<file path="src/ddrs_pkg.sv">
// ddrs_pkg: constants and types shared by the sram port model and its write fifo
// assumes one beat clock where alternate cycles stand for the two input clock phases
`default_nettype none
package ddrs_pkg;
  // x18 configuration: 18-bit data, two 9-bit lanes, 20 address bits
  localparam int DATA_W = 18;
  localparam int LANE_W = 9;
  localparam int LANES = 2;
  localparam int ADDR_W = 20;
  localparam int NIBBLE_W = 4;
  localparam bit NIBBLE_CFG = 1'b0;
  // four words per address, beat index is the low part of the word index
  localparam int BURST_LEN = 4;
  localparam int BEAT_W = 2;
  localparam logic [BEAT_W-1:0] BEAT_FIRST = 2'h0;
  localparam logic [BEAT_W-1:0] BEAT_SECOND = 2'h1;
  localparam logic [BEAT_W-1:0] BEAT_LAST = 2'h3;
  // modelled array: low address bits select a burst slot in flip-flops
  localparam int SLOT_ADDR_W = 2;
  localparam int WORD_IDX_W = SLOT_ADDR_W + BEAT_W;
  localparam int ARRAY_WORDS = 16;
  // write fifo in the data path
  localparam int FIFO_DEPTH = 8;
  localparam int FIFO_PTR_W = 3;
  localparam int FIFO_CNT_W = 4;
  localparam logic [FIFO_CNT_W-1:0] FIFO_START_MAX = 4'h4;
  localparam int ENTRY_W = WORD_IDX_W + LANES + DATA_W;
  // input clock phase: which edge the current beat represents
  localparam logic PHASE_K = 1'b0;
  localparam logic PHASE_K_N = 1'b1;
  typedef logic [DATA_W-1:0] ddrs_word_t;
  typedef logic [ADDR_W-1:0] ddrs_addr_t;
  typedef logic [LANES-1:0] ddrs_lanes_t;
  typedef logic [WORD_IDX_W-1:0] ddrs_idx_t;
  typedef logic [ENTRY_W-1:0] ddrs_entry_t;
endpackage
`default_nettype wire

</file>
<file path="src/ddrs_sram_port.sv">
// ddrs_sram_port: pin behaviour of a burst-of-four sram with separate read and write ports
// assumes clk runs at beat rate; alternate beats stand for input clock and its complement
// Operation
// - write data is captured on both input clock phases during a write burst
// - write select low at a positive input clock edge starts a write
// - with write select high and no write burst running, write data inputs are ignored
// - nibble variant: first select gates bits 3..0, second gates 7..4
// - each active-low byte select gates one 9-bit lane of write data
// - a deselected lane leaves the stored lane unchanged
// - lane selects are sampled on the same beat as their data
// - one shared address bus sampled at positive input clock for both ports
// - address width is 20 bits for the 18-bit configuration
// - address is ignored when the port it would serve is not selected
// - read data driven on output clock phases, or input phases in single mode
// - read data outputs are released when the read port is deselected
// - read select starts a four-beat read burst that completes before release
// - every access starts only on a positive input clock edge
`default_nettype none
module ddrs_sram_port
  import ddrs_pkg::*;
(
  input wire logic clk,
  input wire logic srst,
  input wire logic single_clock_mode,
  input wire logic write_port_select_n,
  input wire logic read_port_select_n,
  input wire ddrs_pkg::ddrs_addr_t address,
  input wire ddrs_pkg::ddrs_word_t write_data,
  input wire ddrs_pkg::ddrs_lanes_t byte_lane_write_select_n,
  output ddrs_pkg::ddrs_word_t read_data,
  output logic read_data_oe,
  output logic input_phase_k_n,
  output logic write_room
);
  import ddrs_pkg::*;

  typedef struct packed {
    logic phase;
    logic wr_act;
    logic [BEAT_W-1:0] wr_beat;
    logic [SLOT_ADDR_W-1:0] wr_slot;
    logic rd_act;
    logic [BEAT_W-1:0] rd_beat;
    logic [SLOT_ADDR_W-1:0] rd_slot;
    logic s1_vld;
    ddrs_word_t s1_data;
    logic s2_vld;
    ddrs_word_t s2_data;
    ddrs_word_t q;
    logic q_oe;
    logic room;
    logic [ARRAY_WORDS-1:0][DATA_W-1:0] mem;
  } ddrs_st_t;

  ddrs_st_t st_r;
  ddrs_st_t st_nxt;

  logic k_edge;
  logic wr_start;
  logic rd_start;
  logic push_valid;
  logic push_ready;
  ddrs_entry_t push_entry;
  ddrs_idx_t push_idx;
  logic drain_valid;
  logic drain_ready;
  ddrs_entry_t drain_entry;
  logic [FIFO_CNT_W-1:0] fifo_level;
  ddrs_idx_t drain_idx;
  ddrs_lanes_t drain_lanes_n;
  ddrs_word_t drain_data;
  ddrs_word_t drain_mask;
  ddrs_idx_t rd_idx;

  // expands active-low lane selects into a bit mask of the word
  function automatic ddrs_word_t lane_mask(input ddrs_lanes_t sel_n);
    ddrs_word_t m;
    m = '0;
    if (NIBBLE_CFG) begin
      for (int n = 0; n < LANES; n++) begin
        if (!sel_n[n]) begin
          m[n*NIBBLE_W +: NIBBLE_W] = '1;
        end
      end
    end else begin
      for (int l = 0; l < LANES; l++) begin
        if (!sel_n[l]) begin
          m[l*LANE_W +: LANE_W] = '1;
        end
      end
    end
    return m;
  endfunction

  // accesses only open on the beat that stands for the positive input clock
  assign k_edge = (st_r.phase == PHASE_K);

  // a write burst is refused if the fifo cannot take all four beats
  assign wr_start = k_edge && !write_port_select_n && !st_r.wr_act
                    && (fifo_level <= FIFO_START_MAX);
  // read may chain directly onto the last beat of the previous burst
  assign rd_start = k_edge && !read_port_select_n
                    && (!st_r.rd_act || st_r.rd_beat == BEAT_LAST);

  // beat 0 goes with the request cycle, later beats use the held slot
  always_comb begin
    push_idx = '0;
    if (wr_start) begin
      push_idx = {address[SLOT_ADDR_W-1:0], BEAT_FIRST};
    end else begin
      push_idx = {st_r.wr_slot, st_r.wr_beat};
    end
  end

  // data and lane selects travel together, sampled on the same beat
  assign push_valid = wr_start || st_r.wr_act;
  assign push_entry = {push_idx, byte_lane_write_select_n, write_data};

  // draining pauses on a read start so the array sees one access that beat
  assign drain_ready = !rd_start;
  assign drain_idx = drain_entry[ENTRY_W-1 -: WORD_IDX_W];
  assign drain_lanes_n = drain_entry[DATA_W +: LANES];
  assign drain_data = drain_entry[DATA_W-1:0];
  assign drain_mask = lane_mask(drain_lanes_n);

  assign rd_idx = {st_r.rd_slot, st_r.rd_beat};

  ddrs_fifo #(
    .WIDTH(ENTRY_W),
    .DEPTH(FIFO_DEPTH),
    .PTR_W(FIFO_PTR_W),
    .CNT_W(FIFO_CNT_W)
  ) u_wr_fifo (
    .clk(clk),
    .srst(srst),
    .in_valid(push_valid),
    .in_ready(push_ready),
    .in_data(push_entry),
    .out_valid(drain_valid),
    .out_ready(drain_ready),
    .out_data(drain_entry),
    .level(fifo_level)
  );

  always_comb begin
    st_nxt = st_r;
    st_nxt.phase = ~st_r.phase;

    // write port: beat counter runs 1..3 after the request beat
    if (wr_start) begin
      st_nxt.wr_act = 1'b1;
      st_nxt.wr_beat = BEAT_SECOND;
      st_nxt.wr_slot = address[SLOT_ADDR_W-1:0];
    end else if (st_r.wr_act) begin
      st_nxt.wr_beat = st_r.wr_beat + BEAT_W'(1);
      if (st_r.wr_beat == BEAT_LAST) begin
        st_nxt.wr_act = 1'b0;
      end
    end
    // read port: four beats from the latched slot
    if (rd_start) begin
      st_nxt.rd_act = 1'b1;
      st_nxt.rd_beat = BEAT_FIRST;
      st_nxt.rd_slot = address[SLOT_ADDR_W-1:0];
    end else if (st_r.rd_act) begin
      st_nxt.rd_beat = st_r.rd_beat + BEAT_W'(1);
      if (st_r.rd_beat == BEAT_LAST) begin
        st_nxt.rd_act = 1'b0;
      end
    end

    // array read for the current burst beat
    st_nxt.s1_vld = st_r.rd_act;
    st_nxt.s1_data = st_r.rd_act ? st_r.mem[rd_idx] : '0;
    st_nxt.s2_vld = st_r.s1_vld;
    st_nxt.s2_data = st_r.s1_data;

    // single mode launches a beat earlier than the output clock path
    if (single_clock_mode) begin
      st_nxt.q = st_r.s1_data;
      st_nxt.q_oe = st_r.s1_vld;
    end else begin
      st_nxt.q = st_r.s2_data;
      st_nxt.q_oe = st_r.s2_vld;
    end

    // masked merge keeps lanes whose select was high
    if (drain_valid && drain_ready) begin
      st_nxt.mem[drain_idx] = (st_r.mem[drain_idx] & ~drain_mask)
                              | (drain_data & drain_mask);
    end

    st_nxt.room = (fifo_level <= FIFO_START_MAX) && push_ready;
  end

  always_ff @(posedge clk) begin
    if (srst) begin
      st_r <= '0;
    end else begin
      st_r <= st_nxt;
    end
  end

  assign read_data = st_r.q;
  assign read_data_oe = st_r.q_oe;
  assign input_phase_k_n = st_r.phase;
  assign write_room = st_r.room;
endmodule
`default_nettype wire

</file>
<file path="src/ddrs_fifo.sv">
// ddrs_fifo: flip-flop fifo with valid/ready on both sides and a fill level
// assumes one clock and synchronous active-high reset
`default_nettype none
module ddrs_fifo #(
  parameter int WIDTH = 8,
  parameter int DEPTH = 8,
  parameter int PTR_W = 3,
  parameter int CNT_W = 4
) (
  input wire logic clk,
  input wire logic srst,
  input wire logic in_valid,
  output logic in_ready,
  input wire logic [WIDTH-1:0] in_data,
  output logic out_valid,
  input wire logic out_ready,
  output logic [WIDTH-1:0] out_data,
  output logic [CNT_W-1:0] level
);
  typedef struct packed {
    logic [DEPTH-1:0][WIDTH-1:0] mem;
    logic [PTR_W-1:0] wptr;
    logic [PTR_W-1:0] rptr;
    logic [CNT_W-1:0] cnt;
  } ddrs_fifo_st_t;

  ddrs_fifo_st_t st_r;
  ddrs_fifo_st_t st_nxt;
  logic push;
  logic pop;

  assign in_ready = (st_r.cnt != CNT_W'(DEPTH));
  assign out_valid = (st_r.cnt != '0);
  assign out_data = st_r.mem[st_r.rptr];
  assign level = st_r.cnt;
  assign push = in_valid && in_ready;
  assign pop = out_valid && out_ready;

  always_comb begin
    st_nxt = st_r;
    if (push) begin
      st_nxt.mem[st_r.wptr] = in_data;
      st_nxt.wptr = st_r.wptr + PTR_W'(1);
    end
    if (pop) begin
      st_nxt.rptr = st_r.rptr + PTR_W'(1);
    end
    st_nxt.cnt = st_r.cnt + CNT_W'(push) - CNT_W'(pop);
  end

  always_ff @(posedge clk) begin
    if (srst) begin
      st_r <= '0;
    end else begin
      st_r <= st_nxt;
    end
  end
endmodule
`default_nettype wire

</file>
<file path="config.mk">
export PLATFORM = sky130hd
export DESIGN_NAME = ddrs_sram_port
export DESIGN_NICKNAME = d
export VERILOG_FILES = /design/src/ddrs_pkg.sv /design/src/ddrs_sram_port.sv /design/src/ddrs_fifo.sv
export SDC_FILE = /design/constraint.sdc
export NUM_CORES = 1
export LEC_CHECK = 0
export ABC_CLOCK_PERIOD_IN_PS = 4200
export BUFFER_PORTS_ARGS = -buffer_cell sky130_fd_sc_hd__buf_4
export CAP_MARGIN = 10
export CORE_MARGIN = 3
export CORE_UTILIZATION = 35
export DETAILED_ROUTE_END_ITERATION = 10
export PLACE_DENSITY_LB_ADDON = 0.3
export SLEW_MARGIN = 25
export SYNTH_ARGS = -nofsm -noshare
export SYNTH_HDL_FRONTEND = slang
export SYNTH_SLANG_ARGS = --single-unit
</file>
<file path="constraint.sdc">
create_clock -name clk -period 4.2 [get_ports clk]
set_input_delay 0.42 -clock clk [delete_from_list [all_inputs] [get_ports clk]]
set_output_delay 0.42 -clock clk [all_outputs]
set_load 0.02 [all_outputs]
</file>
---- After elaboration in Yosys (flattened, before gate mapping) ----
Cells that the tools add are included.
storage, ports and cells
  register bits after elaboration ......... 559
  bits of input ports ..................... 45
  output and inout bits ................... 21
  word-level logic and storage cells ...... 108
cells by class
  $add $sub $neg .......................... 6
  order comparisons ....................... 7
  equality and inequality tests ........... 3
  muxes and demuxes ....................... 22
  bitwise logic cells ..................... 6
  reduce and logical (&&, ||, !) cells .... 22
operators by type and width
  cell                                                               number
  bitwise mux 288 bit                                                1
  bitwise mux 192 bit                                                1
  binary-select mux 18 bit (select 4 bit)                            2
  binary-select mux 24 bit (select 3 bit)                            1
  demux 18 bit (select 4 bit)                                        1
  demux 24 bit (select 3 bit)                                        1
  two-way mux 18 bit                                                 3
  two-way mux 24 bit                                                 2
  bitwise AND 18 bit                                                 2
  two-way mux 19 bit                                                 1
  two-way mux 9 bit                                                  2
  NOT 18 bit                                                         1
  OR 18 bit                                                          1
  two-way mux 3 bit                                                  4
  logical AND 1 bit                                                  10
  < comparator 4 x 5 -> 1 bit, second input constant                 2
  < comparator 3 x 4 -> 1 bit, second input constant                 2
  adder 3 x 1 -> 3 bit, second input constant                        2
  OR reduction 2 bit                                                 3
  logical NOT 1 bit                                                  5
  adder 2 x 1 -> 2 bit, second input constant                        2
  adder 4 x 1 -> 4 bit                                               1
  == test 2 bit, second input constant                               2
  greater-or-equal comparator 4 x 1 -> 1 bit, second input constant  1
  10 further kinds                                                   13

---- Depth between registers and ports, before layout ----
Gate-level depths: netlist (run 1).
  depth in word-level cells ............... 8
  mapped depth ............................ 13

---- By module ----
From an unflattened synthesis (run 1), not the netlist that was laid out.
second synthesis, totals
  cell total of the unflattened synthesis .. 2519
  area, all modules ....................... 26887.0 um^2
by module, submodules not included
  module          instances  cells an instance  area an instance (um^2)
  ddrs_sram_port  1          1680               17015.1
  ddrs_fifo       1          839                9872.0

---- Worst setup path before layout (run 1) ----
OpenSTA, ideal clock, no wires.
  path type ............................... register to register
  start point ............................. reg u_wr_fifo.st_r[4] (netlist name)
  end point ............................... reg st_r[230] (netlist name)
  library setup time ...................... 0.130 ns
  data arrival time ....................... 2.645 ns
  data required time ...................... 4.070 ns
  path slack .............................. 1.425 ns
  cell stages (with the launch flop) ...... 13
  clock period less this slack ............ 2.775 ns
  cells stage by stage .................... dfxtp_1 > buf_6 > buf_6 > mux4_2 > mux2_2 > buf_6 > nand3_2 > buf_6 > a21oi_1 > or4_4 > a21oi_2 > buf_4 > a31oi_1
between the ends
  word-level cells in the longest chain between the ends .. 7
RTL lines
  item                                                                                   line                                          RTL
  start, declared                                                                        ddrs_fifo.sv:27                               ddrs_fifo_st_t st_r;
  start signal, assigned                                                                 ddrs_fifo.sv:55                               st_r <= st_nxt;
  binary-select mux 24 bit (select 3 bit) *                                              ddrs_fifo.sv:34                               assign out_data = st_r.mem[st_r.rptr];
  two-way mux 24 bit (implied by the code) *                                             ddrs_fifo.sv:34
  < comparator 4 x 5 -> 1 bit (implied by the code) (tied with other cells)              ddrs_sram_port.sv:189                         st_nxt.mem[drain_idx] = (st_r.mem[drain_idx] & ~drain_mask)
  logical AND 1 bit (implied by the code) (tied with other cells)                        ddrs_sram_port.sv:189
  two-way mux 18 bit (implied by the code) / bitwise AND 18 bit (equally long branches)  ddrs_sram_port.sv:189
  demux 18 bit (select 4 bit) / OR 18 bit (equally long branches)                        ddrs_sram_port.sv:189, ddrs_sram_port.sv:190
  bitwise mux 288 bit *                                                                  ddrs_sram_port.sv:189
  end signal, assigned                                                                   ddrs_sram_port.sv:200                         st_r <= st_nxt;
  end, declared                                                                          ddrs_sram_port.sv:55                          ddrs_st_t st_r;
Every way passes the cells marked *; elsewhere a longest branch is shown, timed or not. The select of a mux whose other input is x is not followed.
A chain may end at the register's enable or synchronous reset.

---- Worst setup path in the final report (run 1) ----
  start point ............................. reg u_wr_fifo.st_r[4] (netlist name)
  end point ............................... reg st_r[282] (netlist name)
Same word-level chain as after synthesis.

==> impl_metrics.py, run 1 <==
metrics = {
    "worst_setup_path": {
        "crit_path_max_fanout": 19,
        "worstSetupPathType": "reg2reg",
        "r2r_cells": 7,
        "start_kind": "flip-flop",
        "critPathRequiredTime_ns": 4.68,
        "cp-end-kind": "flip-flop",
        "worst_ep_arrival_time_ns": 4.13,
    },
    "final_layout": {
        "seq_area_mm2": 0.0112,
        "fill_cells": 7853,
        "nets": 3251,
        "syn2layout_area_growth_pct": 13.0,
        "layout-drive-gt1-share_pct": 15.5,
        "multi_input_area_mm2": 0.0147,
        "fin_util_pct": 40.3,
    },
    "die": {
        "die_w_um": 288,
        "rows": 102,
        "core-area_mm2": 0.0781,
        "fp.dieH_um": 288,
        "io_pins": 66,
        "initial_core_util_pct": 35.7,
        "dieArea_mm2": 0.0830,
    },
    "global_routing": {
        "grt_max_degree": 132,
        "antenna_found_initial": 1,
        "grt.overflow.total": 0,
        "grtUsageTotal_pct": 22.6,
        "grt_pass1_wl_um": 146000,
        "grt_pass1_vias": 23200,
    },
    "logic_synthesis": {
        "synth_cells": 3293,
        "synth_area_leaders": "dfxtp_1 40%, mux4_2 11%, nand2_1 8.3%",
        "synth_edf_count": 0,
        "yosysTopAreaCell": "dfxtp_1",
        "synth_most_common_cell": "nand2_1",
        "yosysUniqueCellTypes": 57,
        "synthTopCellsByCount": "614 x nand2_1, 559 x dfxtp_1, 297 x a21oi_1",
        "synth-seq-area-share_pct": 40.2,
        "ys.warnings.count": 0,
        "synthArstFlopShare_pct": 0,
        "syn_nets": 3350,
        "netlist_area_mm2": 0.0279,
        "syn_area_per_cell_um2": 8.46,
        "yosysTopAreaCellShare_pct": 40.2,
        "synth_seq_cells": 559,
        "synth_flop_cell": "dfxtp_1",
    },
    "clock_tree": {
        "clk_pin_slew_ns": 0.06,
        "cts_sinks": 559,
        "cts_tree": "yes",
        "cts_hold_buffers": 0,
        "cts_buffers": 59,
        "cts_setup_buffers": 0,
        "clock_latency_ns": 0.63,
        "clockBufferDepth": 3,
        "ctsResizeCount": 0,
        "htree_levels": 2,
        "cts.root.buffer_cell": "clkbuf_16",
    },
    "placed_design": {
        "portBuffers": 47,
        "dp.final_hpwl_um": 56900,
        "gp_congestion": 0.831,
        "dp_worst_setup_slack_ns": 0.585,
    },
    "timing": {
        "finalSetupViolations": 0,
        "period_share_pct": 86.9,
        "tightest_slew_ns": 1.10,
        "skew_ns": 0.0135,
        "fin_ws_ns": 0.551,
        "period_minus_slack_ns": 3.65,
        "setup_tns_ns": 0,
        "rsz0062_at_grt": "no",
        "report.final.slew_viol_count": 0,
        "relSlewSlack_pct": 26.4,
        "final_hold_viol_count": 0,
        "fmax_mhz": 274,
    },
    "routing": {
        "vias_per_cell": 5.82,
        "drt_iter0_drc": 2999,
        "wl_per_cell_um": 22.4,
        "first_pass_iters": 6,
        "drc": 0,
        "via_count": 24900,
        "drtAntennaViolNets": 0,
        "drt_wl_total_um": 96000,
    },
    "min_path": {
        "min_path_cells": 4,
        "hold_class": "in2reg",
    },
    "pwr": {
        "p_leak_nw": 10.0,
        "peakVddDrop_mv": 0.493,
        "power_density_mw_per_mm2": 548,
    },
    "outcome": {
        "status": "finished clean",
    },
    "flow_run": {
        "drv_cap": 0,
    },
}
==> registers in the layout, indices dropped and copies added, names as in the netlist <==
signal	cells
u_wr_fifo.st_r	198
st_nxt	20
read_data	18
rd_idx	4
write_room	1
st_r	312
input_phase_k_n	1
u_wr_fifo.level	4
read_data_oe	1
==> cell usage in the layout, fill, tap and decap left out, types with 97 or more instances in the layout <==
cell type,count
a21oi_1,293
buf_4,172
dfxtp_1,553
inv_1,152
mux4_2,136
nand2_1,614
nand3_1,124
nand3b_1,140
nor2_1,97
o21ai_0,252
o32ai_1,103
==> per-layer routing <==
layer | routed length, um | part of all wire [%] | vias up | track usage, %
li1 | - | - | 11400 | -
met1 | 41100 | 43 | 12000 | 31.8
met2 | 42400 | 44 | 1275 | 34.8
met3 | 9330 | 9.7 | 233 | 4.28
met4 | 3210 | 3.3 | 0 | 7.83
met5 | 0 | 0 | - | 0
==> kinds of logic (layout without fill, tap and decap cells) <==
logic type	count (synthesis)	count (layout)	share of synthesized area (%)
buffers and inverters	494	445	7.56
adders and majority gates	12	12	0.566
DFF	559	559	40.2
xor gates and xnor gates	7	7	0.220
other	0	2	0
muxes	190	190	13.0
and+or+nand+nor	1120	1120	19.0
AOI/OAI and AO/OA	911	911	19.5
==> worst paths after layout <==
check,start,endpoint,slack (ns)
setup / recovery,u_wr_fifo.st_r[4],st_r[282],0.55
hold / removal,read_port_select_n,st_nxt[345],0.07
setup reg to reg,u_wr_fifo.st_r[4],st_r[282],0.55
hold reg to reg,u_wr_fifo.st_r[51],u_wr_fifo.st_r[51],0.45
==> per-stage QoR <==
stage / power, mW / hold slack, ns / instance area, um2 / cells
global route: 17.9 / 0.0707 / 31500 / 4284
finish: 17.3 / 0.0721 / 31500 / 4286
CTS: 17.2 / 0.0506 / 31500 / 4284
global placement: 11.2 / 0.439 / 29200 / 4173
floorplan: 9.16 / 0.433 / 27900 / 3293
detailed placement: 11.3 / 0.444 / 29200 / 4173
==> worst max-delay path, cell delays in order, from the launching register on <==
cell	delay, ns
dfxtp_4	0.59
mux4_2	0.59
mux2_2	0.47
nand3_2	0.50
a21oi_1	0.10
or4_4	0.53
a21oi_2	0.53
o21ai_0	0.18
==> final cells by class <==
cell class | instances | area share [%]
Tap cell | 1040 | 4.14
Multi-Input combinational cell | 2240 | 46.7
Sequential cell | 559 | 35.6
Clock inverter | 25 | 1.41
Antenna cell | 2 | 0.0159
Timing Repair Buffer | 182 | 4.72
Inverter | 152 | 1.81
Clock buffer | 86 | 5.60
==> where the power goes <==
part           switching, mW  internal [mW]  leakage [nW]  total, mW
Sequential             0.286           5.59          4.51       5.87
Clock                   2.29           3.64          1.07       5.93
Combinational           3.93           1.52          4.42       5.45
Total                   6.50           10.8          10.0       17.3
Note: power is estimated with default switching activity, not from simulation.
==> run 2: changes to the inputs <==
--- a/config.mk
+++ b/config.mk
@@ -5,7 +5,7 @@
 export SDC_FILE = /design/constraint.sdc
 export NUM_CORES = 1
 export LEC_CHECK = 0
-export ABC_CLOCK_PERIOD_IN_PS = 4200
+export ABC_CLOCK_PERIOD_IN_PS = 4000
 export BUFFER_PORTS_ARGS = -buffer_cell sky130_fd_sc_hd__buf_4
 export CAP_MARGIN = 10
 export CORE_MARGIN = 3
==> constraint.sdc (replaced) <==
create_clock -name clk -period 4 [get_ports clk]
set_input_delay 0.4 -clock clk [delete_from_list [all_inputs] [get_ports clk]]
set_output_delay 0.4 -clock clk [all_outputs]
set_load 0.02 [all_outputs]
==> run 2 against run 1 <==
  * Clock skew up 0.025 ns
  * First-iteration DRC count up 0.97%
  * Sequential cell count unchanged
  * Critical path depth up 3
  * Count of clock-buffer cells in the layout down 3
  * Clock power up 2%
  * Critical endpoint is now st_r[249]
  * Highest routed layer unchanged
==> impl_metrics.py, run 2 (synthesis results as in run 1) <==
metrics = {
    "worst_setup_path": {
        "rr_endpoint": "st_r[249]",
        "cp_num_buf_inv": 3,
        "worst_ep_arrival_time_ns": 3.96,
        "crit_path_max_fanout": 20,
        "slowest_stage": "nor2_4",
        "worstSetupPathType": "reg2reg",
        "cp_cell_sequence": "buf_4, and2_1, a22oi_2, nand2_1, buf_4, nand3_1, nor2_4, buf_4, nand2_1, o32ai_1",
        "cpPeakStageDelay_ns": 0.58,
        "critPathRequiredTime_ns": 4.54,
        "r2r_setup_slack_ns": 0.57,
        "r2r-start": "u_wr_fifo.st_r[5]",
        "crit_path_start": "u_wr_fifo.st_r[5]",
        "r2r_cells": 10,
        "crit_family": "simple AND/OR/NAND/NOR gates",
        "crit_path_frequent_cell": "buf_4",
        "cp-end-kind": "flip-flop",
        "start_kind": "flip-flop",
    },
    "pwr": {
        "total_power_mw": 18.1,
        "power_density_mw_per_mm2": 573,
        "power.switching_mw": 6.85,
        "peakVddDrop_mv": 0.350,
        "clkPwrFrac_pct": 33.3,
        "combPwrFrac_pct": 33.0,
        "p_seq_share_pct": 33.8,
        "p_leak_nw": 10.1,
        "p_sw_share_pct": 37.8,
        "internal_power_mw": 11.3,
    },
    "global_routing": {
        "grt_pass1_wl_um": 145000,
        "grt.overflow.total": 0,
        "grtUsageTotal_pct": 22.5,
        "grt_max_degree": 150,
        "antenna_found_initial": 0,
        "grt_pass1_vias": 23200,
    },
    "timing": {
        "setup_tns_ns": 0,
        "period_minus_slack_ns": 3.43,
        "rsz0062_at_grt": "no",
        "final_hold_viol_count": 0,
        "fin_ws_ns": 0.573,
        "relSlewSlack_pct": 19.1,
        "skew_ns": 0.0388,
        "finalSetupViolations": 0,
        "hold_slack_ns": 0.0637,
        "period_share_pct": 85.7,
        "fmax_mhz": 292,
        "tightest_slew_ns": 1.21,
        "report.final.slew_viol_count": 0,
    },
    "die": {
        "fp.dieH_um": 288,
        "initial_core_util_pct": 35.7,
        "core-area_mm2": 0.0781,
        "dieArea_mm2": 0.0830,
        "io_pins": 66,
        "rows": 102,
        "die_w_um": 288,
    },
    "clock_tree": {
        "cts_setup_buffers": 0,
        "clockBufferDepth": 3,
        "clk_pin_slew_ns": 0.06,
        "cts_sinks": 559,
        "cts_tree": "yes",
        "cts_buffers": 59,
        "cts.root.buffer_cell": "clkbuf_16",
        "cts_hold_buffers": 0,
        "ctsResizeCount": 0,
        "clock_latency_ns": 0.64,
        "htree_levels": 2,
    },
    "routing": {
        "drt_wl_total_um": 95600,
        "wl_per_cell_um": 22.2,
        "drtAntennaViolNets": 0,
        "top_layer_used": "met4",
        "drt_iter0_drc": 3028,
        "route.met3.wl_um": 8980,
        "first_pass_iters": 7,
        "drc": 0,
        "vias_per_cell": 5.75,
        "dr_wl_met2_um": 43000,
        "via_count": 24700,
        "drt-met1-wl_um": 40600,
    },
    "final_layout": {
        "largest_register": "st_r",
        "layout_commonest_cell": "nand2_1",
        "largest_reg_flops": 312,
        "syn2layout_area_growth_pct": 13.6,
        "layout-drive-gt1-share_pct": 15.9,
        "diodes": 0,
        "nets": 3268,
        "fin_util_pct": 40.5,
        "final_cell_mix": "614 x nand2_1, 553 x dfxtp_1, 293 x a21oi_1",
    },
    "placed_design": {
        "gp_congestion": 0.837,
        "dp.final_hpwl_um": 57100,
        "portBuffers": 47,
        "dp_worst_setup_slack_ns": 0.614,
    },
    "min_path": {
        "min_path_cells": 4,
        "hold_end": "st_nxt[345]",
        "hold_class": "in2reg",
        "worstHoldStart": "read_port_select_n",
    },
    "flow_run": {
        "drv_cap": 0,
    },
    "outcome": {
        "status": "finished clean",
    },
}
-- run 2: layer usage --
metal | global-route usage [%] | up-vias
li1 | - | 11400
met1 | 31.3 | 11900
met2 | 35.1 | 1221
met3 | 4.41 | 214
met4 | 7.26 | 0
met5 | 0 | -
-- run 2: power groups by stage --
stage | sequential, mW | combinational (mW) | clock [mW]
floorplan | 6.12 | 3.50 | 0
global placement | 6.23 | 5.70 | 0
detailed placement | 6.23 | 5.82 | 0
CTS | 6.11 | 5.83 | 6.13
global route | 6.15 | 6.25 | 6.35
finish | 6.11 | 5.97 | 6.03
-- run 2: worst max-delay path by stage --
stage,to,cells after the start,slack (ns)
final,st_r[249],10,0.57
after CTS,st_r[249],10,0.58
after global placement,st_r[33],7,0.59
after detailed placement,st_r[249],10,0.61
after floorplan,st_r[230],12,1.22
after global routing,st_r[251],10,0.41
-- run 2: area by class of cell --
cell class | instances | area [um2]
Clock buffer | 83 | 1710
Clock inverter | 27 | 410
Fill cell | 7867 | 46500
Inverter | 152 | 571
Multi-Input combinational cell | 2240 | 14700
Sequential cell | 559 | 11200
Tap cell | 1040 | 1300
Timing Repair Buffer | 199 | 1750
-- run 2: worst min-delay path: stages --
cell and delay (ns):
buf_4 0.09, nor2_1 0.03, nor2_1 0.08, nor2_1 0.04
-- run 2: stage by stage --
stage,std cells,instance area (um2)
3_3_place_gp,4185,29400
5_1_grt,4300,31600
2_1_floorplan,3293,27900
3_5_place_dp,4190,29500
6_report,4300,31600
4_1_cts,4300,31600
